<file path="config.mk">
export PLATFORM = sky130hd
export DESIGN_NAME = aotpc_top
export DESIGN_NICKNAME = d
export VERILOG_FILES = /design/src/core/aotpc_pkg.sv /design/src/core/aotpc_top.sv
export SDC_FILE = /design/constraint.sdc
export NUM_CORES = 1
export LEC_CHECK = 0
export ABC_AREA = 1
export ABC_CLOCK_PERIOD_IN_PS = 1950
export BUFFER_PORTS_ARGS = -buffer_cell sky130_fd_sc_hd__buf_2
export CORE_MARGIN = 10
export CORE_UTILIZATION = 50
export DETAILED_ROUTE_END_ITERATION = 8
export GPL_TIMING_DRIVEN = 1
export PLACE_DENSITY = 0.72
export RECOVER_POWER = 100
export SETUP_SLACK_MARGIN = 0.2
export SLEW_MARGIN = 0
export SYNTH_ARGS = -nofsm -noshare
export SYNTH_HDL_FRONTEND = slang
export SYNTH_SLANG_ARGS = --single-unit
</file>
<file path="constraint.sdc">
create_clock -name CLOCK_IN -period 1.95 [get_ports CLOCK_IN]
set_input_delay 0.2925 -clock CLOCK_IN [delete_from_list [all_inputs] [get_ports CLOCK_IN]]
set_output_delay 0.2925 -clock CLOCK_IN [all_outputs]
set_load 0.005 [all_outputs]
</file>
<file path="src/core/aotpc_pkg.sv">
package aotpc_pkg;
  // ---------------------------------------------------------------
  // Register offsets
  // ---------------------------------------------------------------
  localparam logic [7:0] ADDR_POWER_DOWN_CONTROL = 8'h0f;
  localparam logic [7:0] ADDR_NOISE_SUPPRESSION_ENABLE = 8'h14;
  localparam logic [7:0] ADDR_LFSR_SEED_VALUE_LOW = 8'h23;
  localparam logic [7:0] ADDR_INPUT_INVERT_AND_SEED_HIGH = 8'h24;
  localparam logic [7:0] ADDR_TEST_PATTERN_CONTROL = 8'h25;
  localparam logic [7:0] ADDR_CUSTOM_CODE_ONE_LOW = 8'h26;
  localparam logic [7:0] ADDR_CUSTOM_CODE_TWO_LOW = 8'h27;
  localparam logic [7:0] ADDR_LANE_ORDER_SELECT = 8'h28;
  localparam logic [7:0] ADDR_SYNC_PATTERN_SELECT = 8'h45;
  localparam logic [7:0] ADDR_OUTPUT_EIGHT_MAPPING = 8'h55;
  localparam logic [7:0] ADDR_DESKEW_PATTERN_SELECT = 8'hae;
  localparam logic [7:0] ADDR_REFERENCE_SELECT = 8'hf0;
  localparam logic [7:0] ADDR_STATUS = 8'hf8;
  // ---------------------------------------------------------------
  // Field positions
  // ---------------------------------------------------------------
  localparam int BIT_LIGHT_SLEEP = 8;
  localparam int BIT_DEEP_SLEEP = 9;
  localparam int BIT_PIN_MODE = 10;
  localparam int BIT_RAMP = 6;
  localparam int BIT_DUAL = 5;
  localparam int BIT_SINGLE = 4;
  localparam int BIT_SOFT_ALIGN = 8;
  localparam int BIT_RANDOM = 12;
  localparam int BIT_SHORT_LFSR = 13;
  localparam int BIT_USE_SEED = 14;
  localparam int BIT_PIN_ALIGN = 15;
  localparam int BIT_BIT_WISE = 8;
  localparam int BIT_ORDER_EN = 15;
  localparam int BIT_OUTSIDE_REF = 15;
  // ---------------------------------------------------------------
  // Reset values and pattern words
  // ---------------------------------------------------------------
  localparam logic [15:0] REG_RESET = 16'h0000;
  localparam logic [13:0] DESKEW_WORD = 14'h1555;
  localparam logic [13:0] MARKER_WORD = 14'h3f80;
  localparam logic [22:0] LFSR_DEFAULT_SEED = 23'h7fffff;
  // ---------------------------------------------------------------
  // Timing
  // ---------------------------------------------------------------
  localparam int CLOCK_MHZ = 100;
  localparam int LIGHT_WAKE_US = 10;
  localparam int CLOCK_RUN_US = 50;
  localparam int DEEP_WAKE_US = 100;
  localparam int LIGHT_WAKE_CYCLES = LIGHT_WAKE_US * CLOCK_MHZ;
  localparam int CLOCK_RUN_CYCLES = CLOCK_RUN_US * CLOCK_MHZ;
  localparam int DEEP_WAKE_CYCLES = DEEP_WAKE_US * CLOCK_MHZ;
  // ---------------------------------------------------------------
  // Types
  // ---------------------------------------------------------------
  typedef enum logic [6:0] {
    PAT_NONE = 7'h01,
    PAT_RANDOM = 7'h02,
    PAT_MARKER = 7'h04,
    ALTERNATING_BITS_PATTERN = 7'h08,
    PAT_DUAL = 7'h10,
    PAT_SINGLE = 7'h20,
    PAT_RAMP = 7'h40
  } aotpc_pattern_type;

  typedef enum logic [2:0] {
    PWR_ON = 3'h1,
    PWR_WAKE = 3'h2,
    PWR_SLEEP = 3'h4
  } aotpc_power_type;

  typedef struct packed {
    logic [7:0] addr;
    logic [15:0] wdata;
    logic wr;
    logic rd;
  } aotpc_bus_type;
endpackage

</file>
<file path="src/core/aotpc_top.sv">
`timescale 1ns/10ps
// Operation
// Eight channel sleep bits each power down one converter channel.
// Light sleep wakes in 10 us once clock ran 50 us before exit.
// Leaving deep sleep takes 100 us before output is valid.
// Power register holds global light sleep and deep sleep bits.
// Sleep pin selects deep sleep when mode bit 0, light sleep when 1.
// Register 0x14 holds one noise shift enable per channel.
// Input swap bits invert polarity of that channel's data.
// Any enabled pattern replaces converted data on outputs.
// Pin align enable lets the sync pin restart pattern generators.
// Software align bit needs special write timing from software.
// Ramp counts from zero by one each sample and wraps.
// Single mode outputs first user code on every sample.
// Dual mode alternates first and second user codes.
// Deskew mode outputs alternating zero one word.
// Marker mode outputs seven ones then seven zeros.
// Random mode outputs 23-bit LFSR, or 9-bit when short select set.
// Programmed seed comes from registers 0x24 and 0x23 when selected.
// Software enables at most one pattern mode at a time.
// Register 0x28 picks bit, byte or word lane split per channel.
// Bit 15 of register 0xf0 selects the outside reference.
// Register 0x55 holds sources of pair eight B and A.
// Host waits about 250 us after changing lane mode.
// Several pattern enables resolve by fixed priority to one pattern.
module aotpc_top #(
  parameter int LIGHT_WAKE = aotpc_pkg::LIGHT_WAKE_CYCLES,
  parameter int CLOCK_RUN = aotpc_pkg::CLOCK_RUN_CYCLES,
  parameter int DEEP_WAKE = aotpc_pkg::DEEP_WAKE_CYCLES
) (
  // Clock and reset
  input wire logic CLOCK_IN,
  input wire logic RST_N_IN,
  // Register port
  input wire logic [7:0] ADDR_IN,
  input wire logic [15:0] WDATA_IN,
  input wire logic WR_IN,
  input wire logic RD_IN,
  output logic [15:0] RDATA_OUT,
  // Device pins and converter data
  input wire logic SLEEP_PIN_IN,
  input wire logic SYNC_PIN_IN,
  input wire logic SAMPLE_CLK_IN,
  input wire logic [13:0] CONV_DATA_IN,
  // Output stream and controls
  output logic [13:0] SAMPLE_OUT,
  output logic SAMPLE_VALID_OUT,
  output logic [7:0] CHANNEL_ON_OUT,
  output logic [7:0] NOISE_SHIFT_OUT,
  output logic [7:0] INPUT_SWAP_OUT,
  output logic OUTPUT_READY_OUT,
  output logic OUTSIDE_REF_OUT,
  output logic [15:0] LANE_ORDER_OUT,
  output logic [7:0] PAIR_EIGHT_SOURCE_OUT
);
  // ---------------------------------------------------------------
  // Register file
  // ---------------------------------------------------------------
  aotpc_pkg::aotpc_bus_type bus;
  logic [15:0] pwr_r, nsh_r, seedl_r, invh_r, tpc_r, cu1_r, cu2_r;
  logic [15:0] lane_r, mark_r, map_r, desk_r, ref_r;
  logic [15:0] rd_mux;
  logic [15:0] status_word;
  logic hit_status;

  // Bus signals grouped for decoding.
  assign bus = '{addr: ADDR_IN, wdata: WDATA_IN, wr: WR_IN, rd: RD_IN};

  // Register writes; every register resets to zero.
  always_ff @(posedge CLOCK_IN or negedge RST_N_IN)
  begin
    if (!RST_N_IN)
    begin
      pwr_r <= aotpc_pkg::REG_RESET;
      nsh_r <= aotpc_pkg::REG_RESET;
      seedl_r <= aotpc_pkg::REG_RESET;
      invh_r <= aotpc_pkg::REG_RESET;
      tpc_r <= aotpc_pkg::REG_RESET;
      cu1_r <= aotpc_pkg::REG_RESET;
      cu2_r <= aotpc_pkg::REG_RESET;
      lane_r <= aotpc_pkg::REG_RESET;
      mark_r <= aotpc_pkg::REG_RESET;
      map_r <= aotpc_pkg::REG_RESET;
      desk_r <= aotpc_pkg::REG_RESET;
      ref_r <= aotpc_pkg::REG_RESET;
    end
    else if (bus.wr)
    begin
      case (bus.addr)
        aotpc_pkg::ADDR_POWER_DOWN_CONTROL: pwr_r <= {5'h00, bus.wdata[10:0]};
        aotpc_pkg::ADDR_NOISE_SUPPRESSION_ENABLE: nsh_r <= {8'h00, bus.wdata[7:0]};
        aotpc_pkg::ADDR_LFSR_SEED_VALUE_LOW: seedl_r <= bus.wdata;
        aotpc_pkg::ADDR_INPUT_INVERT_AND_SEED_HIGH: invh_r <= {bus.wdata[15:9], 1'b0, bus.wdata[7:0]};
        aotpc_pkg::ADDR_TEST_PATTERN_CONTROL: tpc_r <= {bus.wdata[15:12], 3'h0, bus.wdata[8], 4'h0, bus.wdata[3:0]};
        aotpc_pkg::ADDR_CUSTOM_CODE_ONE_LOW: cu1_r <= {bus.wdata[15:4], 4'h0};
        aotpc_pkg::ADDR_CUSTOM_CODE_TWO_LOW: cu2_r <= {bus.wdata[15:4], 4'h0};
        aotpc_pkg::ADDR_LANE_ORDER_SELECT: lane_r <= {bus.wdata[15], 6'h00, bus.wdata[8:0]};
        aotpc_pkg::ADDR_SYNC_PATTERN_SELECT: mark_r <= {14'h0000, bus.wdata[1], 1'b0};
        aotpc_pkg::ADDR_OUTPUT_EIGHT_MAPPING: map_r <= {8'h00, bus.wdata[7:0]};
        aotpc_pkg::ADDR_DESKEW_PATTERN_SELECT: desk_r <= {15'h0000, bus.wdata[0]};
        aotpc_pkg::ADDR_REFERENCE_SELECT: ref_r <= {bus.wdata[15], 15'h0000};
        default: ;
      endcase
    end
  end

  // Read selection; unmapped addresses read zero.
  assign hit_status = bus.addr == aotpc_pkg::ADDR_STATUS;
  assign rd_mux = (bus.addr == aotpc_pkg::ADDR_POWER_DOWN_CONTROL) ? pwr_r :
                  (bus.addr == aotpc_pkg::ADDR_NOISE_SUPPRESSION_ENABLE) ? nsh_r :
                  (bus.addr == aotpc_pkg::ADDR_LFSR_SEED_VALUE_LOW) ? seedl_r :
                  (bus.addr == aotpc_pkg::ADDR_INPUT_INVERT_AND_SEED_HIGH) ? invh_r :
                  (bus.addr == aotpc_pkg::ADDR_TEST_PATTERN_CONTROL) ? tpc_r :
                  (bus.addr == aotpc_pkg::ADDR_CUSTOM_CODE_ONE_LOW) ? cu1_r :
                  (bus.addr == aotpc_pkg::ADDR_CUSTOM_CODE_TWO_LOW) ? cu2_r :
                  (bus.addr == aotpc_pkg::ADDR_LANE_ORDER_SELECT) ? lane_r :
                  (bus.addr == aotpc_pkg::ADDR_SYNC_PATTERN_SELECT) ? mark_r :
                  (bus.addr == aotpc_pkg::ADDR_OUTPUT_EIGHT_MAPPING) ? map_r :
                  (bus.addr == aotpc_pkg::ADDR_DESKEW_PATTERN_SELECT) ? desk_r :
                  (bus.addr == aotpc_pkg::ADDR_REFERENCE_SELECT) ? ref_r :
                  hit_status ? status_word : 16'h0000;

  // Read data stands for the one cycle after the strobe.
  always_ff @(posedge CLOCK_IN or negedge RST_N_IN)
  begin
    if (!RST_N_IN)
      RDATA_OUT <= 16'h0000;
    else if (bus.rd)
      RDATA_OUT <= rd_mux;
    else
      RDATA_OUT <= 16'h0000;
  end

  // ---------------------------------------------------------------
  // Pin synchronisers and sample clock edge
  // ---------------------------------------------------------------
  logic [1:0] slp_s_r, syn_s_r, sck_s_r;
  logic sck_d_r, syn_d_r;
  logic sample_tick, sync_rise;

  // Two flops per pin before any logic looks at it.
  always_ff @(posedge CLOCK_IN or negedge RST_N_IN)
  begin
    if (!RST_N_IN)
    begin
      slp_s_r <= 2'h0;
      syn_s_r <= 2'h0;
      sck_s_r <= 2'h0;
      sck_d_r <= 1'b0;
      syn_d_r <= 1'b0;
    end
    else
    begin
      slp_s_r <= {slp_s_r[0], SLEEP_PIN_IN};
      syn_s_r <= {syn_s_r[0], SYNC_PIN_IN};
      sck_s_r <= {sck_s_r[0], SAMPLE_CLK_IN};
      sck_d_r <= sck_s_r[1];
      syn_d_r <= syn_s_r[1];
    end
  end

  // Rising sample clock marks one sample; a rising sync pin aligns patterns.
  assign sample_tick = sck_s_r[1] & ~sck_d_r;
  assign sync_rise = syn_s_r[1] & ~syn_d_r;

  // ---------------------------------------------------------------
  // Power sequencing
  // ---------------------------------------------------------------
  aotpc_pkg::aotpc_power_type pwr_st_r, pwr_st_nxt;
  logic light_req, deep_req, deep_seen_r, clk_ok;
  logic [31:0] wake_cnt_r, run_cnt_r;
  logic [31:0] wake_len;

  // Pin acts as deep or light sleep depending on the mode bit.
  assign light_req = pwr_r[aotpc_pkg::BIT_LIGHT_SLEEP] |
                     (slp_s_r[1] & pwr_r[aotpc_pkg::BIT_PIN_MODE]);
  assign deep_req = pwr_r[aotpc_pkg::BIT_DEEP_SLEEP] |
                    (slp_s_r[1] & ~pwr_r[aotpc_pkg::BIT_PIN_MODE]);
  assign clk_ok = run_cnt_r >= 32'(CLOCK_RUN);
  // Light wake only counts short if the sample clock ran long enough first.
  assign wake_len = (deep_seen_r | !clk_ok) ? 32'(DEEP_WAKE) : 32'(LIGHT_WAKE);

  // Next power state.
  always_comb
  begin
    pwr_st_nxt = pwr_st_r;
    case (pwr_st_r)
      aotpc_pkg::PWR_ON: if (light_req | deep_req) pwr_st_nxt = aotpc_pkg::PWR_SLEEP;
      aotpc_pkg::PWR_SLEEP: if (!(light_req | deep_req)) pwr_st_nxt = aotpc_pkg::PWR_WAKE;
      aotpc_pkg::PWR_WAKE:
        if (light_req | deep_req) pwr_st_nxt = aotpc_pkg::PWR_SLEEP;
        else if (wake_cnt_r >= wake_len - 32'd1) pwr_st_nxt = aotpc_pkg::PWR_ON;
      default: pwr_st_nxt = aotpc_pkg::PWR_ON;
    endcase
  end

  // Power state, wake counter and sample clock run counter.
  always_ff @(posedge CLOCK_IN or negedge RST_N_IN)
  begin
    if (!RST_N_IN)
    begin
      pwr_st_r <= aotpc_pkg::PWR_ON;
      wake_cnt_r <= 32'd0;
      run_cnt_r <= 32'd0;
      deep_seen_r <= 1'b0;
    end
    else
    begin
      pwr_st_r <= pwr_st_nxt;
      wake_cnt_r <= (pwr_st_r == aotpc_pkg::PWR_WAKE) ? wake_cnt_r + 32'd1 : 32'd0;
      if (sample_tick && !clk_ok)
        run_cnt_r <= run_cnt_r + 32'd1;
      if (pwr_st_r == aotpc_pkg::PWR_SLEEP)
        deep_seen_r <= deep_seen_r | deep_req;
      else if (pwr_st_r == aotpc_pkg::PWR_ON)
        deep_seen_r <= 1'b0;
    end
  end

  assign status_word = {13'h0000, pwr_st_r};

  // ---------------------------------------------------------------
  // Pattern generation
  // ---------------------------------------------------------------
  aotpc_pkg::aotpc_pattern_type pat_sel;
  logic [13:0] code_one, code_two, ramp_r, conv_word, pat_word;
  logic [22:0] lfsr_r, lfsr_next, lfsr_seed;
  logic toggle_r, align, pin_align;

  assign code_one = {tpc_r[1:0], cu1_r[15:4]};
  assign code_two = {tpc_r[3:2], cu2_r[15:4]};
  assign lfsr_seed = tpc_r[aotpc_pkg::BIT_USE_SEED] ? {invh_r[15:9], seedl_r} :
                     aotpc_pkg::LFSR_DEFAULT_SEED;
  // Short mode taps x^9+x^5+1, long mode x^23+x^18+1.
  assign lfsr_next = tpc_r[aotpc_pkg::BIT_SHORT_LFSR] ?
                     {14'h0000, lfsr_r[7:0], lfsr_r[8] ^ lfsr_r[4]} :
                     {lfsr_r[21:0], lfsr_r[22] ^ lfsr_r[17]};
  assign pin_align = tpc_r[aotpc_pkg::BIT_PIN_ALIGN] & sync_rise;
  assign align = pin_align | tpc_r[aotpc_pkg::BIT_SOFT_ALIGN];

  // Fixed priority so only one pattern ever reaches the output.
  assign pat_sel = tpc_r[aotpc_pkg::BIT_RANDOM] ? aotpc_pkg::PAT_RANDOM :
                   mark_r[1] ? aotpc_pkg::PAT_MARKER :
                   desk_r[0] ? aotpc_pkg::ALTERNATING_BITS_PATTERN :
                   invh_r[aotpc_pkg::BIT_DUAL] ? aotpc_pkg::PAT_DUAL :
                   invh_r[aotpc_pkg::BIT_SINGLE] ? aotpc_pkg::PAT_SINGLE :
                   invh_r[aotpc_pkg::BIT_RAMP] ? aotpc_pkg::PAT_RAMP :
                   aotpc_pkg::PAT_NONE;

  // Channel zero data, inverted when its swap bit is set.
  assign conv_word = invh_r[0] ? ~CONV_DATA_IN : CONV_DATA_IN;

  // Pattern word selection.
  always_comb
  begin
    case (pat_sel)
      aotpc_pkg::PAT_RANDOM: pat_word = lfsr_r[13:0];
      aotpc_pkg::PAT_MARKER: pat_word = aotpc_pkg::MARKER_WORD;
      aotpc_pkg::ALTERNATING_BITS_PATTERN: pat_word = aotpc_pkg::DESKEW_WORD;
      aotpc_pkg::PAT_DUAL: pat_word = toggle_r ? code_two : code_one;
      aotpc_pkg::PAT_SINGLE: pat_word = code_one;
      aotpc_pkg::PAT_RAMP: pat_word = ramp_r;
      default: pat_word = conv_word;
    endcase
  end

  // Ramp, toggle and LFSR advance once per sample; alignment restarts them.
  always_ff @(posedge CLOCK_IN or negedge RST_N_IN)
  begin
    if (!RST_N_IN)
    begin
      ramp_r <= 14'h0000;
      toggle_r <= 1'b0;
      lfsr_r <= aotpc_pkg::LFSR_DEFAULT_SEED;
    end
    else if (align)
    begin
      ramp_r <= 14'h0000;
      toggle_r <= 1'b0;
      lfsr_r <= lfsr_seed;
    end
    else if (pat_sel != aotpc_pkg::PAT_RANDOM && !sample_tick)
      lfsr_r <= lfsr_seed;
    else if (sample_tick)
    begin
      ramp_r <= ramp_r + 14'h0001;
      toggle_r <= ~toggle_r;
      lfsr_r <= lfsr_next;
    end
  end

  // ---------------------------------------------------------------
  // Registered outputs
  // ---------------------------------------------------------------
  always_ff @(posedge CLOCK_IN or negedge RST_N_IN)
  begin
    if (!RST_N_IN)
    begin
      SAMPLE_OUT <= 14'h0000;
      SAMPLE_VALID_OUT <= 1'b0;
      CHANNEL_ON_OUT <= 8'h00;
      NOISE_SHIFT_OUT <= 8'h00;
      INPUT_SWAP_OUT <= 8'h00;
      OUTPUT_READY_OUT <= 1'b0;
      OUTSIDE_REF_OUT <= 1'b0;
      LANE_ORDER_OUT <= 16'h0000;
      PAIR_EIGHT_SOURCE_OUT <= 8'h00;
    end
    else
    begin
      SAMPLE_OUT <= sample_tick ? pat_word : SAMPLE_OUT;
      SAMPLE_VALID_OUT <= sample_tick & (pwr_st_r == aotpc_pkg::PWR_ON);
      // Whole chip sleep powers every channel down.
      CHANNEL_ON_OUT <= (pwr_st_r == aotpc_pkg::PWR_SLEEP) ? 8'h00 : ~pwr_r[7:0];
      NOISE_SHIFT_OUT <= nsh_r[7:0];
      INPUT_SWAP_OUT <= invh_r[7:0];
      OUTPUT_READY_OUT <= pwr_st_r == aotpc_pkg::PWR_ON;
      OUTSIDE_REF_OUT <= ref_r[aotpc_pkg::BIT_OUTSIDE_REF];
      LANE_ORDER_OUT <= lane_r;
      PAIR_EIGHT_SOURCE_OUT <= map_r[7:0];
    end
  end

  // ---------------------------------------------------------------
  // Assertions
  // ---------------------------------------------------------------
  a_deskew_word: assert property (@(posedge CLOCK_IN) disable iff (!RST_N_IN)
    sample_tick && pat_sel == aotpc_pkg::ALTERNATING_BITS_PATTERN |=> SAMPLE_OUT == 14'h1555)
    else $error("deskew word wrong");
  a_marker_word: assert property (@(posedge CLOCK_IN) disable iff (!RST_N_IN)
    sample_tick && pat_sel == aotpc_pkg::PAT_MARKER |=> SAMPLE_OUT == 14'h3f80)
    else $error("marker word wrong");
  a_single_code: assert property (@(posedge CLOCK_IN) disable iff (!RST_N_IN)
    sample_tick && pat_sel == aotpc_pkg::PAT_SINGLE |=> SAMPLE_OUT == $past(code_one))
    else $error("single code wrong");
  a_ramp_step: assert property (@(posedge CLOCK_IN) disable iff (!RST_N_IN)
    sample_tick && !align |=> ramp_r == $past(ramp_r) + 14'h0001)
    else $error("ramp did not step");
  a_dual_toggle: assert property (@(posedge CLOCK_IN) disable iff (!RST_N_IN)
    sample_tick && !align |=> toggle_r != $past(toggle_r))
    else $error("dual toggle stuck");
  a_pin_deep: assert property (@(posedge CLOCK_IN) disable iff (!RST_N_IN)
    slp_s_r[1] && !pwr_r[aotpc_pkg::BIT_PIN_MODE] |-> deep_req)
    else $error("pin not deep sleep");
  a_sleep_chan_off: assert property (@(posedge CLOCK_IN) disable iff (!RST_N_IN)
    pwr_st_r == aotpc_pkg::PWR_SLEEP |=> CHANNEL_ON_OUT == 8'h00)
    else $error("channels on in sleep");
  a_pin_align: assert property (@(posedge CLOCK_IN) disable iff (!RST_N_IN)
    pin_align |=> ramp_r == 14'h0000)
    else $error("pin align ignored");
  a_read_data: assert property (@(posedge CLOCK_IN) disable iff (!RST_N_IN)
    bus.rd && bus.addr == aotpc_pkg::ADDR_REFERENCE_SELECT |=> RDATA_OUT == $past(ref_r))
    else $error("read data wrong");
  c_ramp: cover property (@(posedge CLOCK_IN) pat_sel == aotpc_pkg::PAT_RAMP && sample_tick);
  c_random: cover property (@(posedge CLOCK_IN) pat_sel == aotpc_pkg::PAT_RANDOM && sample_tick);
  c_wake: cover property (@(posedge CLOCK_IN) pwr_st_r == aotpc_pkg::PWR_WAKE ##1
    pwr_st_r == aotpc_pkg::PWR_ON);
  a_random_word: assert property (@(posedge CLOCK_IN) disable iff (!RST_N_IN)
    sample_tick && pat_sel == aotpc_pkg::PAT_RANDOM |=> SAMPLE_OUT == $past(lfsr_r[13:0]))
    else $error("random word wrong");
  a_dual_word: assert property (@(posedge CLOCK_IN) disable iff (!RST_N_IN)
    sample_tick && pat_sel == aotpc_pkg::PAT_DUAL |=>
    SAMPLE_OUT == ($past(toggle_r) ? $past(code_two) : $past(code_one)))
    else $error("dual word wrong");
  a_data_pass: assert property (@(posedge CLOCK_IN) disable iff (!RST_N_IN)
    sample_tick && pat_sel == aotpc_pkg::PAT_NONE |=> SAMPLE_OUT == $past(conv_word))
    else $error("converted word wrong");
  a_sleep_not_ready: assert property (@(posedge CLOCK_IN) disable iff (!RST_N_IN)
    pwr_st_r != aotpc_pkg::PWR_ON |=> !OUTPUT_READY_OUT)
    else $error("ready while not powered");
  // Further scenarios the bench is expected to reach.
  c_dual: cover property (@(posedge CLOCK_IN) pat_sel == aotpc_pkg::PAT_DUAL && sample_tick);
  c_pin_sleep: cover property (@(posedge CLOCK_IN) slp_s_r[1] && pwr_st_r == aotpc_pkg::PWR_SLEEP);
endmodule // aotpc_top

</file>
==> impl_metrics.csv, run 1 <==
group,metric,value,unit
synthesis,dominantRegCellSynth,"dfrtp_1",
timing,finalCritPeriodShare,1.15,
clock_tree,h-tree-depth,1,
floorplan,pin_count,126,
synthesis,ys_seq_elements,293,
detailed_routing,post_drt_wl_per_cell,18.6,microns
synthesis,post_synth_most_frequent_cells,"342 x nand2_1, 269 x dfrtp_1, 144 x nor2_1",
final_layout,area_used_by_multi_input_combinational_logic,0.00543,sq mm
power,clock_power_share,0.413,
power,cellInternalPower,10.8,mW
floorplan,design.die.area,0.0338,sq mm
worst_setup_path,worst_path_max_delay_cell,"or3_4",
timing,setup_tns,-0.587,ns
clock_tree,cts-root-buf,"clkbuf_16",
grt,via_count_of_the_first_global_routing_pass,11426,
power,post-layout-total-power,14.8,mW
clock_tree,tritoncts.num_buffers,30,
synthesis,yosys_cell_types,52,
timing,finalCriticalPeriod,2.24,ns
clock_tree,clk_pin_slew,0.06,ns
run_status,failing_checks,"negative setup slack",
clock_tree,insertion_delay,0.57,ns
clock_tree,number_of_sinks_driven_by_the_clock_tree,293,
detailed_routing,routed-via-count,11635,
timing,rsz0062_at_grt,"true",
power,maximum_vdd_drop,0.702,mV
synthesis,seq_area_frac_synth,0.549,
placed_design,hpwl,27.4,mm
timing,finalMaxSlewViolations,0,
synthesis,yosys_warnings,0,
grt,overall_routing_resource_usage,0.222,
placed_design,placed_area,0.0146,sq mm
power,sw_frac_of_total,0.267,
final_layout,flow.area_growth_from_synthesis,19.9,%
detailed_routing,drt_pass1_iterations,5,
worst_setup_path,critPathLaunchType,"flip-flop",
grt,grt_pass1_wl,61.0,mm
timing,finalWorstSetupSlack,-0.295,ns
synthesis,synth_top_area_frac,0.502,
timing,hold_viol,0,
worst_setup_path,worstSetupPathType,"flip-flop to flip-flop",
placed_design,port_buffers,119,
grt,grt_max_degree,79,
grt,grt_ovf,0,
floorplan,initial_core_util,0.512,
synthesis,avgSynthCellArea,8.64,sq um
worst_setup_path,critical_path.max_stage_delay,0.39,ns
final_layout,finish.utilization,0.614,
synthesis,synthArstFlopShare,1.00,
timing,setup_violations,3,
worst_setup_path,timing.critical_path.to_type,"flip-flop",
final_layout,layout.nets,1771,
synthesis,netlist.top_cell.by_area,"dfrtp_1",
power,power_density,918,mW/mm^2
min_path,hold_path.class,"primary input to flip-flop",
power,comb_power_share,0.120,
final_layout,postLayoutCellArea,0.0161,sq mm
grt,grt_antenna_before_repair,2,
power,leakage,7.67,nW
final_layout,finish.cell_count_without_fillers,2076,
power,p_switching,3.94,mW
clock_tree,clk_path_buf_depth,3,
worst_setup_path,path_cells,"or3_4 -> nor2_4 -> and3_4 -> nand2_4 -> nand2_4 -> inv_4 -> ha_4 -> inv_2 -> nor2_4 -> o21ai_2 -> o211ai_1 -> nand2_1 -> nand2_1 -> nand2_1 -> nand2_2 -> o21ai_1",
floorplan,die_ht,184,microns
final_layout,sequential_area,0.00737,sq mm
worst_setup_path,arrival_time_of_data_at_the_critical_path_endpoint,2.69,ns
synthesis,synthCells,1552,
final_layout,share_of_cells_above_drive_strength_1,0.216,
synthesis,synth.top_cells.by_area,"dfrtp_1 50%, nand2_1 9.6%, dfstp_2 4.7%",
clock_tree,cts_tree,"done",
detailed_routing,detail_route.wirelength,38.6,mm
worst_setup_path,critPathMostFrequentCell,"nand2_1",
detailed_routing,vias_per_cell,5.60,
synthesis,yosys.cell_count.top_type,"nand2_1",
worst_setup_path,timing.critical_path.required,2.39,ns
detailed_routing,drc_errors,0,
floorplan,core,0.0262,sq mm
floorplan,rows,59,
timing,timing_worst_slew_pin_value,0.876,ns
placed_design,gp_routability_congestion,0.930,
detailed_routing,drt_iter0_markers,1248,
synthesis,synth_edf_count,0,
detailed_routing,detail-route-antenna-nets,0,
timing,achievable-frequency,445,MHz
timing,finClkSkew,0.0311,ns
floorplan,die_w,184,microns
placed_design,placedCellCount,1992,
synthesis,mappedNetlistArea,0.0134,sq mm
final_layout,fill_cells,2180,
flow_run,timing.max_cap.violations,0,
power,p_seq_frac,0.467,
run_status,outcome,"complete, but fails checks",
timing,worst_relative_slew_slack,0.416,
worst_setup_path,critical_path.max_fanout,4,
critical path: cells and delay by family, from the launching register on:
family                     cells  cell delay (ns)
AOI/OAI and AO/OA              3             0.22
adders and majority gates      1             0.25
buffers and inverters          2             0.09
DFF                            1             0.38
and+or+nand+nor               10             1.19
power by group through the flow:
stage | Combinational (mW) | Clock, mW | Sequential (mW)
2_1_floorplan | 0.921 | 0 | 6.91
3_3_place_gp | 1.66 | 0 | 6.97
3_5_place_dp | 1.70 | 0 | 6.99
4_1_cts | 1.73 | 6.17 | 6.89
5_1_grt | 1.99 | 6.43 | 6.94
6_report | 1.78 | 6.09 | 6.89
repair_timing:
item	in CTS	in global routing
setup buffers	3	15
resized for setup	17	55
cloned	0	5
endpoints found under the setup margin	12	63
pin swaps	9	18
hold buffers	4	0
endpoints found under the hold margin	209	0
through the flow:
stage | worst slack, ns | hold slack, ns
detailed placement | -0.337 | 0.189
floorplan | -0.112 | -0.00309
finish | -0.295 | 0.0412
global placement | -0.210 | 0.192
CTS | -0.264 | 0.0318
global route | -0.402 | 0.0567
state kept, by name, summed over array words and instances, names as in the netlist, 3 cells and up:
signal	flops
run_cnt_r	32
wake_cnt_r	32
lfsr_r	23
RDATA_OUT	16
seedl_r	16
invh_r	15
SAMPLE_OUT	14
ramp_r	14
cu1_r	12
cu2_r	12
pwr_r	11
LANE_ORDER_OUT	10
lane_r	10
tpc_r	9
CHANNEL_ON_OUT	8
INPUT_SWAP_OUT	8
NOISE_SHIFT_OUT	8
PAIR_EIGHT_SOURCE_OUT	8
map_r	8
nsh_r	8
pwr_st_r	3
layout by cell type (no fill, tap or decap), types with 8 or more instances in the layout:
cell type	Yosys	layout
o211ai_1	9	9
buf_4	7	59
nor2_1	144	137
o22ai_1	10	10
a31oi_1	8	8
xor2_1	25	25
nand4_1	27	27
o21ai_1	122	118
inv_2	22	23
dfstp_2	24	24
xnor2_1	14	14
a21oi_1	55	55
dfrtp_1	269	264
o221ai_1	8	8
o21ai_0	73	71
nor2_2	9	11
nor2_4	5	10
nand3_1	73	71
nand2_2	9	16
nand2_1	342	331
clkbuf_1	38	9
clkinvlp_4	0	9
buf_2	23	117
inv_1	127	124
clkbuf_16	0	30
nor3_1	37	32
cells by family (layout without fill, tap and decap cells):
| group | count (synthesis) | after routing | synth area share |
|---|---|---|---|
| AOI/OAI and AO/OA | 307 | 307 | 0.125 |
| xor gates and xnor gates | 39 | 39 | 0.0255 |
| adders and majority gates | 10 | 10 | 0.00933 |
| buffers and inverters | 223 | 405 | 0.0672 |
| DFF | 293 | 293 | 0.549 |
| muxes | 1 | 1 | 0.000839 |
| other | 1 | 7 | 0.000280 |
| and+or+nand+nor | 678 | 679 | 0.223 |
area by class of cell:
class                      instances  area share
sequential                       293       0.458
multi-input combinational       1042       0.338
timing repair buffer             193      0.0734
clock buffer                      37      0.0502
inverter                         152      0.0369
tap                              335      0.0261
clock inverter                    19      0.0156
timing repair inverter             4     0.00194
antenna                            1    0.000156
layer usage:
layer | vias up | share of wire | track usage
met3 | 79 | 0.092 | 0.0458
met5 | - | 0.00044 | 0
met1 | 5586 | 0.43 | 0.309
li1 | 5440 | - | -
met2 | 528 | 0.46 | 0.342
met4 | 2 | 0.026 | 0.0701
final timing paths:
| check | startpoint | end | slack, ns | depth (start not counted) |
|---|---|---|---|---|
| worst max-delay path | run_cnt_r[31]$_DFFE_PN0P_ | pwr_st_r[1]$_DFFE_PN0P_ | -0.29 | 16 |
| worst min-delay path | RD_IN | RDATA_OUT[10]$_DFF_PN0_ | 0.04 | 3 |
| worst max register to register | run_cnt_r[31]$_DFFE_PN0P_ | pwr_st_r[1]$_DFFE_PN0P_ | -0.29 | 16 |
| worst min register to register | sck_s_r[0]$_DFF_PN0_ | sck_s_r[1]$_DFF_PN0_ | 0.35 | 0 |
| max in group asynchronous | RST_N_IN | CHANNEL_ON_OUT[3]$_DFF_PN0_ | 0.12 | 3 |
| min in group asynchronous | RST_N_IN | invh_r[0]$_DFFE_PN0P_ | 0.38 | 2 |
(Power assumes the default switching activity.)
==> run 2: changes to the inputs <==
--- a/config.mk
+++ b/config.mk
@@ -12,7 +12,7 @@
 export CORE_UTILIZATION = 50
 export DETAILED_ROUTE_END_ITERATION = 8
 export GPL_TIMING_DRIVEN = 1
-export PLACE_DENSITY = 0.72
+export PLACE_DENSITY = 0.77
 export RECOVER_POWER = 100
 export SETUP_SLACK_MARGIN = 0.2
 export SLEW_MARGIN = 0
==> impl_metrics.csv, run 2 (same netlist as run 1, synthesis figures left out) <==
group,metric,value,unit
min_path,hp-start,"WDATA_IN[11]",
clock_tree,cts-root-buf,"clkbuf_16",
floorplan,design.die.area,0.0338,sq mm
grt,via_count_of_the_first_global_routing_pass,11396,
final_layout,layout_commonest_cell,"nand2_1",
worst_setup_path,path_cells,"or3_4 -> nor2_4 -> and3_4 -> nand2_4 -> nand2_4 -> inv_4 -> ha_4 -> inv_2 -> nor2_2 -> o21ai_1 -> o211ai_1 -> nand2_1 -> nand2_1 -> nand2_1 -> nand2_2 -> nand3_2 -> nand2_1",
floorplan,rows,59,
floorplan,core,0.0262,sq mm
grt,overall_routing_resource_usage,0.222,
timing,rsz0062_at_grt,"true",
clock_tree,number_of_sinks_driven_by_the_clock_tree,293,
timing,hold_viol,0,
clock_tree,clk_pin_slew,0.06,ns
timing,setup_tns,-0.662,ns
placed_design,port_buffers,119,
timing,worst_relative_slew_slack,-0.0692,
worst_setup_path,critical_path.max_fanout,4,
power,post-layout-total-power,14.6,mW
detailed_routing,drt_iter0_markers,1373,
power,power_density,907,mW/mm^2
placed_design,dp_slack,-0.345,ns
timing,finalCritPeriodShare,1.17,
clock_tree,insertion_delay,0.57,ns
detailed_routing,vias_per_cell,5.59,
floorplan,die_w,184,microns
final_layout,flow.area_growth_from_synthesis,19.8,%
detailed_routing,post_drt_wl_per_cell,18.6,microns
timing,finalHoldWorstSlack,0.0389,ns
worst_setup_path,family_with_the_most_delay_on_the_worst_path,"simple AND/OR/NAND/NOR gates",
final_layout,layout.nets,1769,
power,maximum_vdd_drop,0.632,mV
timing,finClkSkew,0.0311,ns
min_path,min_path_cells,3,
min_path,hold_path.class,"primary input to flip-flop",
detailed_routing,detail-route-antenna-nets,0,
clock_tree,tritoncts.num_buffers,30,
placed_design,placedCellCount,1990,
worst_setup_path,critPathMostFrequentCell,"nand2_1",
placed_design,gp_routability_congestion,0.948,
floorplan,initial_core_util,0.512,
power,leakage,7.68,nW
grt,grt_ovf,0,
final_layout,share_of_cells_above_drive_strength_1,0.215,
timing,finalWorstSetupSlack,-0.334,ns
timing,finalCriticalPeriod,2.28,ns
timing,achievable-frequency,438,MHz
worst_setup_path,r2r.worst_path.cells,17,
detailed_routing,detail_route.wirelength,38.6,mm
min_path,end_of_the_worst_hold_path,"invh_r[11]$_DFFE_PN0P_",
final_layout,layout_common_cells,"335 x nand2_1, 263 x dfrtp_1, 136 x nor2_1",
clock_tree,clk_path_buf_depth,3,
detailed_routing,routed-via-count,11594,
worst_setup_path,critPathBufInv,2,
worst_setup_path,worstSetupPathType,"flip-flop to flip-flop",
worst_setup_path,arrival_time_of_data_at_the_critical_path_endpoint,2.78,ns
grt,grt_pass1_wl,60.7,mm
detailed_routing,drt_pass1_iterations,6,
final_layout,largestRegisters,"run_cnt_r (32), wake_cnt_r (32), lfsr_r (23)",
final_layout,sequential_area,0.00737,sq mm
worst_setup_path,rr_endpoint,"pwr_st_r[0]$_DFFE_PN1P_",
run_status,outcome,"complete, but fails checks",
detailed_routing,drc_errors,0,
flow_run,timing.max_cap.violations,1,
final_layout,postLayoutCellArea,0.0161,sq mm
placed_design,placed_area,0.0146,sq mm
timing,finalMaxSlewViolations,50,
worst_setup_path,critical_path.max_stage_delay,0.40,ns
timing,timing_worst_slew_pin_value,1.60,ns
worst_setup_path,crit-reg2reg-launch,"run_cnt_r[31]$_DFFE_PN0P_",
worst_setup_path,timing.critical_path.to_type,"flip-flop",
run_status,failing_checks,"max-capacitance violations, max-slew violations, negative setup slack",
worst_setup_path,critPathLaunchType,"flip-flop",
final_layout,finish.utilization,0.613,
grt,grt_max_degree,60,
clock_tree,h-tree-depth,1,
worst_setup_path,timing.critical_path.required,2.44,ns
worst_setup_path,worst_path_max_delay_cell,"or3_4",
floorplan,die_ht,184,microns
placed_design,hpwl,27.7,mm
clock_tree,cts_tree,"done",
worst_setup_path,regToRegSetupSlack,-0.33,ns
final_layout,fill_cells,2141,
floorplan,pin_count,126,
final_layout,area_used_by_multi_input_combinational_logic,0.00541,sq mm
timing,setup_violations,2,
grt,grt_antenna_before_repair,3,
final_layout,finish.cell_count_without_fillers,2075,
==> run 2: worst min-delay path, delay by kind of cell <==
kind                   cells  cell delay, ns
buffers and inverters      2            0.14
AOI/OAI and AO/OA          1            0.13
==> run 2: timing repair <==
item,in CTS,in global routing
pin swaps,8,21
hold buffers,4,0
endpoints found under the hold margin,41,0
cloned,1,1
endpoints found under the setup margin,18,62
setup buffers,2,19
gates resized for setup,20,45
==> run 2: area by class of cell <==
| cell class | instances | area share |
|---|---|---|
| antenna | 2 | 0.000311 |
| clock buffer | 37 | 0.0496 |
| clock inverter | 19 | 0.0143 |
| inverter | 152 | 0.0369 |
| multi-input combinational | 1041 | 0.337 |
| sequential | 293 | 0.459 |
| tap | 335 | 0.0261 |
| timing repair buffer | 194 | 0.0768 |
| timing repair inverter | 2 | 0.000934 |
==> run 2: worst max-delay path by stage <==
stage,from,end,depth (start not counted)
floorplan,run_cnt_r[31]$_DFFE_PN0P_,pwr_st_r[1]$_DFFE_PN0P_,16
global placement,run_cnt_r[31]$_DFFE_PN0P_,pwr_st_r[1]$_DFFE_PN0P_,16
detailed placement,run_cnt_r[31]$_DFFE_PN0P_,pwr_st_r[1]$_DFFE_PN0P_,16
CTS,run_cnt_r[13]$_DFFE_PN0P_,pwr_st_r[0]$_DFFE_PN1P_,17
global route,run_cnt_r[31]$_DFFE_PN0P_,pwr_st_r[0]$_DFFE_PN1P_,17
finish,run_cnt_r[31]$_DFFE_PN0P_,pwr_st_r[0]$_DFFE_PN1P_,17
==> run 2: per-layer routing <==
layer,share of wire,vias to the layer above,track usage
met5,0.00018,-,0
met4,0.023,2,0.0678
met3,0.091,69,0.0431
met2,0.46,555,0.353
met1,0.42,5530,0.303
li1,-,5438,-
==> run 2: power by group <==
group | internal (mW) | switching [mW] | leakage, nW | total, mW
Combinational | 0.663 | 1.12 | 3.31 | 1.79
Clock | 3.45 | 2.43 | 0.499 | 5.89
Sequential | 6.57 | 0.344 | 3.87 | 6.91
==> run 3: changes to the inputs <==
--- a/config.mk
+++ b/config.mk
@@ -6,13 +6,13 @@
 export NUM_CORES = 1
 export LEC_CHECK = 0
 export ABC_AREA = 1
-export ABC_CLOCK_PERIOD_IN_PS = 1950
+export ABC_CLOCK_PERIOD_IN_PS = 2790
 export BUFFER_PORTS_ARGS = -buffer_cell sky130_fd_sc_hd__buf_2
 export CORE_MARGIN = 10
 export CORE_UTILIZATION = 50
 export DETAILED_ROUTE_END_ITERATION = 8
 export GPL_TIMING_DRIVEN = 1
-export PLACE_DENSITY = 0.77
+export PLACE_DENSITY = 0.74
 export RECOVER_POWER = 100
 export SETUP_SLACK_MARGIN = 0.2
 export SLEW_MARGIN = 0
==> constraint.sdc (replaced) <==
create_clock -name CLOCK_IN -period 2.79 [get_ports CLOCK_IN]
set_input_delay 0.4185 -clock CLOCK_IN [delete_from_list [all_inputs] [get_ports CLOCK_IN]]
set_output_delay 0.4185 -clock CLOCK_IN [all_outputs]
set_load 0.005 [all_outputs]
==> impl_metrics.csv, run 3 (same netlist as run 1, synthesis figures left out) <==
group,metric,value,unit
run_status,outcome,"complete, but fails checks",
run_status,failing_checks,"max-capacitance violations, max-slew violations",
detailed_routing,vias_per_cell,5.53,
final_layout,share_of_cells_above_drive_strength_1,0.0958,
final_layout,flow.area_growth_from_synthesis,12.9,%
worst_setup_path,rr_endpoint,"lfsr_r[16]$_DFFE_PN1P_",
placed_design,hpwl,26.7,mm
placed_design,gp_routability_congestion,0.951,
final_layout,area_used_by_multi_input_combinational_logic,0.00504,sq mm
worst_setup_path,worstSetupPathType,"primary input to flip-flop",
timing,achievable-frequency,418,MHz
placed_design,port_buffers,119,
floorplan,die_ht,184,microns
timing,hold_viol,0,
clock_tree,tritoncts.num_buffers,31,
worst_setup_path,path_cells,"clkbuf_1 -> inv_1 -> nand2_1 -> nor2_1 -> nand2_1 -> inv_1 -> nand2_1 -> clkbuf_2 -> nand2_1 -> o21ai_0",
worst_setup_path,worst_path_max_delay_cell,"nand2_1",
timing,finClkSkew,0.0369,ns
detailed_routing,routed-via-count,11142,
clock_tree,clk_path_buf_depth,3,
clock_tree,cts-root-buf,"clkbuf_16",
worst_setup_path,crit_path_end,"invh_r[9]$_DFFE_PN0P_",
timing,finalCritPeriodShare,0.857,
floorplan,die_w,184,microns
final_layout,finish.utilization,0.578,
power,leakage,7.01,nW
clock_tree,clk_pin_slew,0.06,ns
flow_run,timing.max_cap.violations,1,
worst_setup_path,critPathLaunchType,"primary input",
timing,finalWorstSetupSlack,0.398,ns
final_layout,layout_common_cells,"351 x nand2_1, 269 x dfrtp_1, 163 x o21ai_0",
detailed_routing,drt_pass1_iterations,7,
grt,overall_routing_resource_usage,0.218,
clock_tree,insertion_delay,0.58,ns
worst_setup_path,timing.critical_path.to_type,"flip-flop",
grt,grt_antenna_before_repair,1,
clock_tree,number_of_sinks_driven_by_the_clock_tree,293,
final_layout,sequential_area,0.00736,sq mm
floorplan,pin_count,126,
grt,grt_max_degree,86,
timing,finalCriticalPeriod,2.39,ns
timing,setup_violations,0,
timing,worst_relative_slew_slack,-0.160,
worst_setup_path,critical_path.max_fanout,24,
final_layout,antenna-diode-count,0,
floorplan,design.die.area,0.0338,sq mm
clock_tree,h-tree-depth,1,
detailed_routing,detail-route-antenna-nets,0,
timing,timing_worst_slew_pin_value,1.74,ns
worst_setup_path,r2r.worst_path.cells,5,
power,post-layout-total-power,10.3,mW
power,power_density,677,mW/mm^2
timing,rsz0062_at_grt,"false",
final_layout,postLayoutCellArea,0.0151,sq mm
worst_setup_path,arrival_time_of_data_at_the_critical_path_endpoint,2.83,ns
clock_tree,cts.repair_timing.setup_buffer_count,0,
detailed_routing,drc_errors,0,
placed_design,placed_area,0.0143,sq mm
floorplan,initial_core_util,0.512,
final_layout,layout_commonest_cell,"nand2_1",
clock_tree,cts_tree,"done",
detailed_routing,post_drt_wl_per_cell,18.5,microns
worst_setup_path,regToRegSetupSlack,0.45,ns
worst_setup_path,timing.critical_path.required,3.22,ns
floorplan,rows,59,
min_path,hold_path.class,"primary input to flip-flop",
timing,finalMaxSlewViolations,64,
worst_setup_path,critical_path.max_stage_delay,0.45,ns
detailed_routing,drt_iter0_markers,1325,
floorplan,core,0.0262,sq mm
detailed_routing,detail_route.wirelength,37.3,mm
grt,grt_ovf,0,
final_layout,largestRegisters,"run_cnt_r (32), wake_cnt_r (32), lfsr_r (23)",
grt,grt_pass1_wl,59.4,mm
power,maximum_vdd_drop,0.574,mV
final_layout,layout.nets,1711,
worst_setup_path,crit-reg2reg-launch,"sck_d_r$_DFF_PN0_",
worst_setup_path,crit_path_start,"ADDR_IN[7]",
worst_setup_path,critPathMostFrequentCell,"nand2_1",
final_layout,fill_cells,2312,
grt,via_count_of_the_first_global_routing_pass,10820,
timing,setup_tns,0,ns
placed_design,dp_slack,0.462,ns
-- run 3: cell count changes in the layout (fill, tap and decap cells not counted), sizes merged --
cell      change
clkinvlp      -4
diode         -2
clkinv        -6
buf         -130
clkbuf       +81
bufinv        +1
-- run 3: per-layer routing --
layer / share of wire / track usage / vias up
li1: - / - / 5297
met1: 0.45 / 0.313 / 5345
met2: 0.45 / 0.335 / 448
met3: 0.088 / 0.0391 / 50
met4: 0.018 / 0.0531 / 2
met5: 0.00019 / 0 / -
-- run 3: worst min-delay path by stage --
stage / from / slack [ns] / to / cells after the start
after floorplan: RST_N_IN / 0.12 / CHANNEL_ON_OUT[0]$_DFF_PN0_ / 0
after global placement: syn_s_r[0]$_DFF_PN0_ / 0.34 / syn_s_r[1]$_DFF_PN0_ / 0
after detailed placement: syn_s_r[0]$_DFF_PN0_ / 0.34 / syn_s_r[1]$_DFF_PN0_ / 0
after CTS: RD_IN / 0.16 / RDATA_OUT[10]$_DFF_PN0_ / 3
after global routing: WDATA_IN[12] / 0.19 / seedl_r[12]$_DFFE_PN0P_ / 3
final: WDATA_IN[14] / 0.18 / cu1_r[14]$_DFFE_PN0P_ / 3
-- run 3: per-stage QoR --
| step | std cells | hold slack, ns |
|---|---|---|
| after CTS | 2015 | 0.164 |
| after floorplan | 1557 | 0.123 |
| after global placement | 1954 | 0.336 |
| after detailed placement | 1954 | 0.336 |
| final | 2015 | 0.179 |
| after global routing | 2015 | 0.188 |
-- run 3: critical path, delay by kind of cell --
family	cells	cell delay, ns
buffers and inverters	4	0.96
AND/OR/NAND/NOR	5	1.32
AO/OA/AOI/OAI	1	0.10
-- run 3: power by group --
part | switching (mW) | internal, mW
Sequential | 0.254 | 4.59
Clock | 1.68 | 2.68
Combinational | 0.706 | 0.345
Total | 2.64 | 7.61
-- run 3: layout make-up --
type | instances | share of cell area
Clock buffer | 45 | 0.0593
Clock inverter | 12 | 0.0125
Inverter | 152 | 0.0378
Tap cell | 335 | 0.0277
Multi-Input combinational cell | 1041 | 0.333
Timing Repair Buffer | 137 | 0.0440
Sequential cell | 293 | 0.486
-- run 3: repair_timing --
action	4_1_cts	5_1_grt
gates resized for setup	0	0
hold buffers	4	0
hold endpoints to repair	65	0
